### config.mk
export PLATFORM = sky130hd
export DESIGN_NAME = dual_buck_gate_sequencer
export DESIGN_NICKNAME = d
export VERILOG_FILES = /design/src/gate_seq_pkg.sv /design/src/dual_buck_gate_sequencer.sv
export VERILOG_INCLUDE_DIRS = /design/src
export SDC_FILE = /design/constraint.sdc
export NUM_CORES = 1
export LEC_CHECK = 0
export BUFFER_PORTS_ARGS = -buffer_cell sky130_fd_sc_hd__buf_2
export CAP_MARGIN = 20
export CORE_UTILIZATION = 52
export DETAILED_ROUTE_END_ITERATION = 10
export GPL_TIMING_DRIVEN = 1
export HOLD_SLACK_MARGIN = 0.06
export PLACE_DENSITY = 0.71
export SYNTH_ARGS = -nofsm -noshare
export SYNTH_HDL_FRONTEND = slang
export SYNTH_SLANG_ARGS = --single-unit
### constraint.sdc
create_clock -name CLK_SYS -period 7.5 [get_ports CLK_SYS]
set_clock_uncertainty 0.1 [all_clocks]
set_input_delay 0.75 -clock CLK_SYS [delete_from_list [all_inputs] [get_ports CLK_SYS]]
set_output_delay 0.75 -clock CLK_SYS [all_outputs]
set_load 0.02 [all_outputs]
### src/gate_seq_consts.svh
// Constants for the dual buck gate sequencer
`ifndef GATE_SEQ_CONSTS_SVH
`define GATE_SEQ_CONSTS_SVH
`define CLK_PERIOD_NS     40
`define DEAD_TIME_NS      30
`define DEAD_CYCLES       ((`DEAD_TIME_NS + `CLK_PERIOD_NS - 1) / `CLK_PERIOD_NS)
`define OSC_DIV_DEFAULT   16
`define PWM_BITS          8
`endif

### src/gate_seq_pkg.sv
// Types for the dual buck gate sequencer
`default_nettype none
package gate_seq_pkg;
	typedef enum logic [2:0] {
		SQ_OFF,
		SQ_WAIT_ZERO,
		SQ_START1,
		SQ_START2,
		SQ_RUN,
		SQ_STOP2,
		SQ_STOP1
	} seq_state_t;
	typedef enum logic [1:0] {
		PH_LS_ON,
		PH_LS_OFF,
		PH_HS_ON,
		PH_DEAD
	} phase_t;
endpackage
`default_nettype wire

### src/dual_buck_gate_sequencer.sv
// Gate drive and power sequencing for two synchronous buck regulators
`timescale 1ns/100ps
`default_nettype none
`include "gate_seq_consts.svh"
module dual_buck_gate_sequencer #(
	parameter int OSC_DIV   = `OSC_DIV_DEFAULT,
	parameter int DEAD_CYC  = `DEAD_CYCLES
) (
	input  wire logic                 CLK_SYS,
	input  wire logic                 RST,
	input  wire logic                 CE,
	input  wire logic                 ENABLE,
	input  wire logic                 SUPPLY_ABOVE_LOCKOUT,
	input  wire logic                 SUPPLY_BELOW_RELEASE,
	input  wire logic                 OUT1_AT_ZERO,
	input  wire logic                 SS1_DONE,
	input  wire logic                 SS2_DONE,
	input  wire logic                 SOFTSTOP1_DONE,
	input  wire logic                 SOFTSTOP2_DONE,
	input  wire logic                 ILIM1_OVER,
	input  wire logic                 ILIM2_OVER,
	input  wire logic                 LS1_SENSE_OFF,
	input  wire logic                 LS2_SENSE_OFF,
	input  wire logic [`PWM_BITS-1:0] DUTY1,
	input  wire logic [`PWM_BITS-1:0] DUTY2,
	output logic                      HS_GATE_REG1,
	output logic                      LS_GATE_REG1,
	output logic                      HS_GATE_REG2,
	output logic                      LS_GATE_REG2,
	output logic                      SWITCH_CLK,
	output logic                      LOCKOUT
);
	// Divider and on-time counters are eight bits wide
	if (OSC_DIV < 4 || OSC_DIV > 256 || OSC_DIV % 2 != 0)
		$error("OSC_DIV must be even, 4..256");
	if (DEAD_CYC < 1 || DEAD_CYC > 15)
		$error("DEAD_CYC must be 1..15");

	// Two-flop synchronisers for all asynchronous inputs
	localparam int NS = 10;
	logic [NS-1:0] s1_r;
	logic [NS-1:0] s2_r;
	logic [NS-1:0] s_nxt;
	always_comb begin
		s_nxt = {ENABLE, SUPPLY_ABOVE_LOCKOUT, SUPPLY_BELOW_RELEASE, OUT1_AT_ZERO, SS1_DONE,
			SS2_DONE, SOFTSTOP1_DONE, SOFTSTOP2_DONE, ILIM1_OVER, ILIM2_OVER};
	end
	logic [1:0] lsoff1_r;
	logic [1:0] lsoff2_r;
	always_ff @(posedge CLK_SYS or posedge RST) begin
		if (RST) begin
			s1_r     <= '0;
			s2_r     <= '0;
			lsoff1_r <= 2'h0;
			lsoff2_r <= 2'h0;
		end else if (CE) begin
			s1_r     <= s_nxt;
			s2_r     <= s1_r;
			lsoff1_r <= {lsoff1_r[0], LS1_SENSE_OFF};
			lsoff2_r <= {lsoff2_r[0], LS2_SENSE_OFF};
		end
	end
	logic en_s, above_s, below_s, zero1_s, ss1_s, ss2_s, stp1_s, stp2_s, il1_s, il2_s;
	assign en_s    = s2_r[9];
	assign above_s = s2_r[8];
	assign below_s = s2_r[7];
	assign zero1_s = s2_r[6];
	assign ss1_s   = s2_r[5];
	assign ss2_s   = s2_r[4];
	assign stp1_s  = s2_r[3];
	assign stp2_s  = s2_r[2];
	assign il1_s   = s2_r[1];
	assign il2_s   = s2_r[0];

	// Lockout latch: set below threshold, cleared only after deep discharge
	logic lock_r, lock_nxt, armed_r, armed_nxt;
	always_comb begin
		lock_nxt  = lock_r;
		armed_nxt = armed_r;
		if (!above_s) begin
			if (!lock_r)
				armed_nxt = 1'b0;
			lock_nxt = 1'b1;
		end
		if (below_s)
			armed_nxt = 1'b1;
		if (lock_r && armed_r && above_s)
			lock_nxt = 1'b0;
	end

	// Switching clock from oscillator (system clock) divided down, then by two
	localparam int HALF = OSC_DIV / 2;
	logic [7:0] div_r, div_nxt;
	logic       sw_r, sw_nxt, rise, fall;
	always_comb begin
		div_nxt = div_r + 8'h01;
		sw_nxt  = sw_r;
		rise    = 1'b0;
		fall    = 1'b0;
		if (div_r == 8'(HALF - 1)) begin
			div_nxt = 8'h00;
			sw_nxt  = ~sw_r;
			rise    = ~sw_r;
			fall    = sw_r;
		end
	end

	// Sequencer
	gate_seq_pkg::seq_state_t st_r, st_nxt;
	logic run1, run2, stopped_r, stopped_nxt;
	always_comb begin
		st_nxt      = st_r;
		stopped_nxt = stopped_r;
		case (st_r)
			gate_seq_pkg::SQ_OFF:
				// Level, not edge: enable held high restarts after lockout
				if (en_s && !lock_r) begin
					st_nxt = stopped_r ? gate_seq_pkg::SQ_WAIT_ZERO : gate_seq_pkg::SQ_START1;
				end
			gate_seq_pkg::SQ_WAIT_ZERO:
				if (!en_s)
					st_nxt = gate_seq_pkg::SQ_OFF;
				else if (zero1_s) begin
					st_nxt      = gate_seq_pkg::SQ_START1;
					stopped_nxt = 1'b0;
				end
			gate_seq_pkg::SQ_START1:
				if (!en_s)
					st_nxt = gate_seq_pkg::SQ_STOP1;
				else if (ss1_s)
					st_nxt = gate_seq_pkg::SQ_START2;
			gate_seq_pkg::SQ_START2:
				if (!en_s)
					st_nxt = gate_seq_pkg::SQ_STOP2;
				else if (ss2_s)
					st_nxt = gate_seq_pkg::SQ_RUN;
			gate_seq_pkg::SQ_RUN:
				if (!en_s)
					st_nxt = gate_seq_pkg::SQ_STOP2;
			gate_seq_pkg::SQ_STOP2:
				if (stp2_s)
					st_nxt = gate_seq_pkg::SQ_STOP1;
			gate_seq_pkg::SQ_STOP1:
				if (stp1_s) begin
					st_nxt      = gate_seq_pkg::SQ_OFF;
					stopped_nxt = 1'b1;
				end
			default:
				st_nxt = gate_seq_pkg::SQ_OFF;
		endcase
		if (lock_r) begin
			// Supply loss abandons the sequence; recovery restarts at regulator 1
			st_nxt      = gate_seq_pkg::SQ_OFF;
			stopped_nxt = 1'b0;
		end
	end
	assign run1 = (st_r != gate_seq_pkg::SQ_OFF) && (st_r != gate_seq_pkg::SQ_WAIT_ZERO);
	assign run2 = (st_r == gate_seq_pkg::SQ_START2) || (st_r == gate_seq_pkg::SQ_RUN) ||
		(st_r == gate_seq_pkg::SQ_STOP2);

	always_ff @(posedge CLK_SYS or posedge RST) begin
		if (RST) begin
			lock_r    <= 1'b1;
			armed_r   <= 1'b0;
			div_r     <= 8'h00;
			sw_r      <= 1'b0;
			st_r      <= gate_seq_pkg::SQ_OFF;
			stopped_r <= 1'b0;
		end else if (CE) begin
			lock_r    <= lock_nxt;
			armed_r   <= armed_nxt;
			div_r     <= div_nxt;
			sw_r      <= sw_nxt;
			st_r      <= st_nxt;
			stopped_r <= stopped_nxt;
		end
	end

	// Per-regulator gate phase logic
	gate_seq_pkg::phase_t ph_r[2], ph_nxt[2];
	logic [3:0]           dt_r[2], dt_nxt[2];
	logic [7:0]           on_r[2], on_nxt[2];
	logic                 hs_r[2], ls_r[2], hs_nxt[2], ls_nxt[2];
	logic                 latch_r[2], latch_nxt[2], il_r[2], il_nxt[2];
	logic                 start_r[2], start_nxt[2];
	logic                 edge_i[2], run_i[2], current_limit_set_i[2], lsoff_i[2];
	logic [`PWM_BITS-1:0] duty_i[2];
	assign edge_i[0]  = rise;
	assign edge_i[1]  = fall;
	assign run_i[0]   = run1;
	assign run_i[1]   = run2;
	assign current_limit_set_i[0]  = il1_s;
	assign current_limit_set_i[1]  = il2_s;
	assign lsoff_i[0] = lsoff1_r[1];
	assign lsoff_i[1] = lsoff2_r[1];
	assign duty_i[0]  = DUTY1;
	assign duty_i[1]  = DUTY2;

	always_comb begin
		for (int i = 0; i < 2; i++) begin
			ph_nxt[i]    = ph_r[i];
			dt_nxt[i]    = dt_r[i];
			on_nxt[i]    = on_r[i];
			hs_nxt[i]    = hs_r[i];
			ls_nxt[i]    = ls_r[i];
			latch_nxt[i] = latch_r[i];
			il_nxt[i]    = il_r[i];
			start_nxt[i] = start_r[i];
			if (lock_r) begin
				hs_nxt[i]    = 1'b0;
				ls_nxt[i]    = 1'b0;
				latch_nxt[i] = 1'b1;
				start_nxt[i] = 1'b1;
				ph_nxt[i]    = gate_seq_pkg::PH_LS_ON;
			end else if (!run_i[i]) begin
				hs_nxt[i]    = 1'b0;
				// Parked low-side keeps the output from swinging negative
				ls_nxt[i]    = stopped_r && !latch_r[i];
				start_nxt[i] = 1'b1;
				ph_nxt[i]    = gate_seq_pkg::PH_LS_ON;
			end else begin
				case (ph_r[i])
					gate_seq_pkg::PH_LS_ON: begin
						ls_nxt[i] = !latch_r[i];
						if (ls_r[i])
							il_nxt[i] = current_limit_set_i[i];
						if (edge_i[i]) begin
							start_nxt[i] = 1'b0;
							if (start_r[i] && !latch_r[i])
								ph_nxt[i] = gate_seq_pkg::PH_LS_ON;
							else if (il_r[i])
								ph_nxt[i] = gate_seq_pkg::PH_LS_ON;
							else if (duty_i[i] != '0) begin
								ls_nxt[i] = 1'b0;
								ph_nxt[i] = gate_seq_pkg::PH_LS_OFF;
							end
						end
					end
					gate_seq_pkg::PH_LS_OFF:
						if (lsoff_i[i] && !ls_r[i]) begin
							hs_nxt[i] = 1'b1;
							on_nxt[i] = 8'h00;
							ph_nxt[i] = gate_seq_pkg::PH_HS_ON;
						end
					gate_seq_pkg::PH_HS_ON: begin
						on_nxt[i] = on_r[i] + 8'h01;
						if (on_nxt[i] >= 8'(duty_i[i]) || edge_i[i] || on_r[i] >= 8'(HALF * 2 - 2)) begin
							hs_nxt[i]    = 1'b0;
							latch_nxt[i] = 1'b0;
							dt_nxt[i]    = 4'h0;
							il_nxt[i]    = 1'b0;
							ph_nxt[i]    = gate_seq_pkg::PH_DEAD;
						end
					end
					gate_seq_pkg::PH_DEAD: begin
						dt_nxt[i] = dt_r[i] + 4'h1;
						if (dt_r[i] >= 4'(DEAD_CYC - 1)) begin
							ls_nxt[i] = 1'b1;
							ph_nxt[i] = gate_seq_pkg::PH_LS_ON;
						end
					end
					default:
						ph_nxt[i] = gate_seq_pkg::PH_LS_ON;
				endcase
			end
		end
	end

	always_ff @(posedge CLK_SYS or posedge RST) begin
		if (RST) begin
			for (int i = 0; i < 2; i++) begin
				ph_r[i]    <= gate_seq_pkg::PH_LS_ON;
				dt_r[i]    <= 4'h0;
				on_r[i]    <= 8'h00;
				hs_r[i]    <= 1'b0;
				ls_r[i]    <= 1'b0;
				latch_r[i] <= 1'b1;
				il_r[i]    <= 1'b0;
				start_r[i] <= 1'b1;
			end
		end else if (CE) begin
			for (int i = 0; i < 2; i++) begin
				ph_r[i]    <= ph_nxt[i];
				dt_r[i]    <= dt_nxt[i];
				on_r[i]    <= on_nxt[i];
				hs_r[i]    <= hs_nxt[i];
				ls_r[i]    <= ls_nxt[i] && !hs_nxt[i];
				latch_r[i] <= latch_nxt[i];
				il_r[i]    <= il_nxt[i];
				start_r[i] <= start_nxt[i];
			end
		end
	end

	assign HS_GATE_REG1 = hs_r[0];
	assign LS_GATE_REG1 = ls_r[0];
	assign HS_GATE_REG2 = hs_r[1];
	assign LS_GATE_REG2 = ls_r[1];
	assign SWITCH_CLK   = sw_r;
	assign LOCKOUT      = lock_r;
endmodule
`default_nettype wire

==> run_summary.xml <==
<?xml version="1.0" encoding="UTF-8"?>
<metrics>
  <group name="pwr">
    <metric name="power.static_leakage" unit="nW">2.12</metric>
    <metric name="seq_power_share" unit="%">50.2</metric>
    <metric name="power.combinational.fraction" unit="%">23.9</metric>
    <metric name="switching_share" unit="%">34.6</metric>
    <metric name="share_clk_of_total_power" unit="%">25.9</metric>
    <metric name="switchingPower" unit="uW">347</metric>
    <metric name="ir_drop" unit="V">0.000131</metric>
    <metric name="pwr_density_cell" unit="nW/um^2">221</metric>
    <metric name="cellInternalPower" unit="uW">656</metric>
  </group>
  <group name="floorplanning">
    <metric name="chip_height" unit="um">91.0</metric>
    <metric name="core" unit="um^2">7690</metric>
    <metric name="initial_core_util" unit="%">53.5</metric>
    <metric name="fp-row-count" unit="">32</metric>
    <metric name="die_width" unit="um">91.0</metric>
    <metric name="design.portCount" unit="">37</metric>
    <metric name="die-area" unit="um^2">8280</metric>
  </group>
  <group name="critical_path">
    <metric name="criticalPathCategory" unit="">flop to flop</metric>
    <metric name="worstPathCellList" unit="">and3_1 &gt; and3_1 &gt; nand3_1 &gt; xnor2_1 &gt; ha_1 &gt; a21oi_1 &gt; o2111ai_1 &gt; a21oi_1 &gt; a21o_1 &gt; a21o_1 &gt; mux2i_1</metric>
    <metric name="crit_fanout" unit="">7</metric>
    <metric name="timing.critical_path.to_type" unit="">flop</metric>
    <metric name="critical_path_at" unit="ns">2.93</metric>
    <metric name="worst_setup_path_start_kind" unit="">flop</metric>
    <metric name="crit_slowest_cell" unit="">dfrtp_1</metric>
    <metric name="cp_data_required_time" unit="ns">7.67</metric>
    <metric name="cpPeakStageDelay" unit="ns">0.45</metric>
  </group>
  <group name="placed_design">
    <metric name="dp_hpwl" unit="mm">5.59</metric>
    <metric name="buffer_ports.inserted" unit="">36</metric>
    <metric name="dpl_worst_slack" unit="ns">4.77</metric>
    <metric name="weighted_congestion_at_the_end_of_routability_driven_global_placement" unit="">0.805</metric>
  </group>
  <group name="route">
    <metric name="drt-total-wl" unit="mm">7.99</metric>
    <metric name="ant_nets" unit="">0</metric>
    <metric name="detail_route.first_pass.iterations" unit="">4</metric>
    <metric name="route.vias.total" unit="">3255</metric>
    <metric name="detail_route.wl_per_cell" unit="um">13.8</metric>
    <metric name="avgViaCountPerCell" unit="">5.62</metric>
    <metric name="first_iter_violations" unit="">277</metric>
    <metric name="route.detailed.drc" unit="">0</metric>
  </group>
  <group name="synth">
    <metric name="synthesis.area" unit="um^2">4120</metric>
    <metric name="syn_area_per_cell" unit="um^2">9.40</metric>
    <metric name="synth-edff-count" unit="">0</metric>
    <metric name="ys_seq_area_share" unit="%">42.1</metric>
    <metric name="yosys_most_used_dff" unit="">dfrtp_1</metric>
    <metric name="synth.distinct_cells" unit="">51</metric>
    <metric name="synthCells" unit="">438</metric>
    <metric name="ys_async_sr_fraction" unit="%">100</metric>
    <metric name="syn_nets" unit="">498</metric>
    <metric name="yosys_register_bits" unit="">69</metric>
    <metric name="ys.warnings.count" unit="">0</metric>
  </group>
  <group name="timing">
    <metric name="tightest_slew" unit="ns">0.855</metric>
    <metric name="timing.slew.headroom" unit="%">42.8</metric>
    <metric name="hold_violations" unit="">0</metric>
    <metric name="timing.final.ws_setup" unit="ns">4.74</metric>
    <metric name="total_negative_slack_for_setup_checks" unit="ns">0</metric>
    <metric name="max_freq" unit="MHz">363</metric>
    <metric name="timing.final.crit_share" unit="%">36.8</metric>
    <metric name="finalSetupViolCount" unit="">0</metric>
    <metric name="pins_over_slew_limit" unit="">0</metric>
    <metric name="grt_setup_unrepaired" unit="">false</metric>
    <metric name="final.min_clock_period" unit="ns">2.76</metric>
  </group>
  <group name="clock_network">
    <metric name="worst_skew_pair.late_latency" unit="ns">0.35</metric>
    <metric name="cts.hold.buffers_added" unit="">0</metric>
    <metric name="clk_pin_slew_worst_paths" unit="ns">0.08</metric>
    <metric name="clock_tree.buffer_depth" unit="">2</metric>
    <metric name="tritoncts" unit="">built</metric>
    <metric name="cts_buffers" unit="">9</metric>
    <metric name="cts.htree.levels" unit="">3</metric>
    <metric name="cts_repair_resize_count" unit="">0</metric>
    <metric name="cts.sink_count" unit="">69</metric>
    <metric name="cts_root_buf" unit="">clkbuf_8</metric>
    <metric name="post-cts-setup-buffers" unit="">0</metric>
  </group>
  <group name="grt">
    <metric name="overflow" unit="">0</metric>
    <metric name="grt.total_usage" unit="%">20.3</metric>
    <metric name="pin_count_of_the_biggest_net_entering_global_routing" unit="">70</metric>
    <metric name="initial_antenna_violation_count" unit="">0</metric>
    <metric name="via_count_of_the_first_global_routing_pass" unit="">3019</metric>
    <metric name="first_pass_grt_wire_length" unit="mm">13.7</metric>
  </group>
  <group name="finish">
    <metric name="antenna_cells_inserted" unit="">0</metric>
    <metric name="num-fill-cells" unit="">671</metric>
    <metric name="final_net_count" unit="">532</metric>
    <metric name="area_delta_synth_final" unit="%">10.4</metric>
    <metric name="post_route_cells_drive_above_1_share" unit="%">18.2</metric>
  </group>
  <group name="worst_hold_path">
    <metric name="worstHoldPathType" unit="">flop to flop</metric>
  </group>
  <group name="outcome">
    <metric name="outcome" unit="">complete, no violations</metric>
  </group>
  <group name="flow_run">
    <metric name="drv.max_cap_violation_count" unit="">0</metric>
  </group>
</metrics>
-- synth_stat cells, drive strengths merged, types with 4 or more instances --
cell type	instances	share of area [%]
nand2	65	5.9
dfrtp	64	39
inv	41	3.7
ha	29	8.8
o21ai	29	3.5
mux2	24	6.6
nor2	18	1.6
a21oi	17	2.2
clkbuf	14	1.3
xnor2	13	2.8
nand2b	10	1.5
o211ai	9	1.6
nand3	8	0.97
nand4	8	1.2
nor4	7	1.1
xor2	6	1.3
a31oi	5	0.76
and3	5	0.79
dfstp	5	3.2
mux2i	5	1.2
nor3	5	0.61
o22ai	5	0.76
o31ai	5	0.91
nor2b	4	0.61
-- worst paths after layout --
kind,from,to,slack (ns),depth (start not counted)
max in group asynchronous,RST,SWITCH_CLK,6.20,3
max,on_r[2],ph_r[1],4.74,11
max reg2reg,on_r[2],ph_r[1],4.74,11
min,s2_r[7],armed_r,0.37,2
min reg2reg,s2_r[7],armed_r,0.37,2
min in group asynchronous,RST,s1_r[8],0.54,3
-- power groups by stage --
stage | clock network, mW | registers (mW) | logic (mW)
floorplan | 0 | 0.482 | 0.199
global placement | 0 | 0.507 | 0.232
detailed placement | 0 | 0.509 | 0.240
CTS | 0.266 | 0.502 | 0.241
global route | 0.281 | 0.515 | 0.267
finish | 0.260 | 0.503 | 0.240
-- logic make-up (layout without fill, tap and decap cells) --
logic type      count (synthesis)  after routing  synth area share, %
compound gates                 93             93                 14.7
xor+xnor                       19             19                 4.04
fa+ha+maj                      29             29                 8.81
buf+inv                        56             95                 5.11
flops                          69             69                 42.1
mux                            29             29                 7.78
simple gates                  143            143                 17.5
-- layout by cell type (no fill, tap or decap), types with 5 or more instances in the layout --
| cell | Yosys | layout |
|---|---|---|
| nand2_1 | 65 | 65 |
| dfrtp_1 | 64 | 64 |
| inv_1 | 41 | 40 |
| buf_2 | 0 | 36 |
| ha_1 | 29 | 29 |
| o21ai_0 | 28 | 28 |
| mux2_2 | 24 | 24 |
| nor2_1 | 18 | 18 |
| a21oi_1 | 16 | 16 |
| xnor2_1 | 13 | 13 |
| nand2b_1 | 10 | 10 |
| o211ai_1 | 9 | 9 |
| clkbuf_8 | 0 | 9 |
| nand4_1 | 8 | 8 |
| nand3_1 | 8 | 8 |
| nor4_1 | 7 | 7 |
| xor2_1 | 6 | 6 |
| dfstp_2 | 5 | 5 |
| a31oi_1 | 5 | 5 |
| nor3_1 | 5 | 5 |
| mux2i_1 | 5 | 5 |
| o22ai_1 | 5 | 5 |
| o31ai_1 | 5 | 5 |
-- critical path: cells and delay by family, from the launching register on --
kind / cells / cell delay [ns]
fa+ha+maj: 1 / 0.28
simple gates: 3 / 0.55
mux: 1 / 0.19
compound gates: 5 / 0.90
xor+xnor: 1 / 0.21
flops: 1 / 0.45
-- per-stage QoR --
stage	cell area, um^2	std cells	power [mW]	hold slack (ns)	utilization [%]
floorplan	4120	438	0.680	0.338	-
global placement	4380	563	0.739	0.351	57.0
detailed placement	4380	563	0.749	0.364	57.0
CTS	4540	579	1.01	0.377	59.1
global route	4540	579	1.06	0.409	59.1
finish	4540	579	1.00	0.368	59.1
-- flip-flops by register name, indices dropped and copies added (netlist names), 2 cells and up --
name      flops
start_r       2
s2_r         10
on_r         16
il_r          2
ph_r          4
div_r         8
s1_r         10
latch_r       2
st_r          3
lsoff1_r      2
lsoff2_r      2
-- metal layers --
metal | wire, um | vias up | global-route usage, %
li1 | - | 1611 | -
met1 | 3810 | 1546 | 28.6
met2 | 3660 | 84 | 31.0
met3 | 397 | 14 | 4.44
met4 | 125 | 0 | 7.41
met5 | 0 | - | 0
-- area by class of cell --
cell class / count / area (um^2) / share of cell area [%]
clock inverters: 4 / 25.0 / 0.551
flip-flops and latches: 69 / 1730 / 38.1
repair buffers: 38 / 195 / 4.30
well taps: 102 / 128 / 2.81
multi-input cells: 313 / 2170 / 47.8
clock buffers: 12 / 135 / 2.97
inverters: 41 / 154 / 3.39
Note: power is estimated with default switching activity, not from simulation.
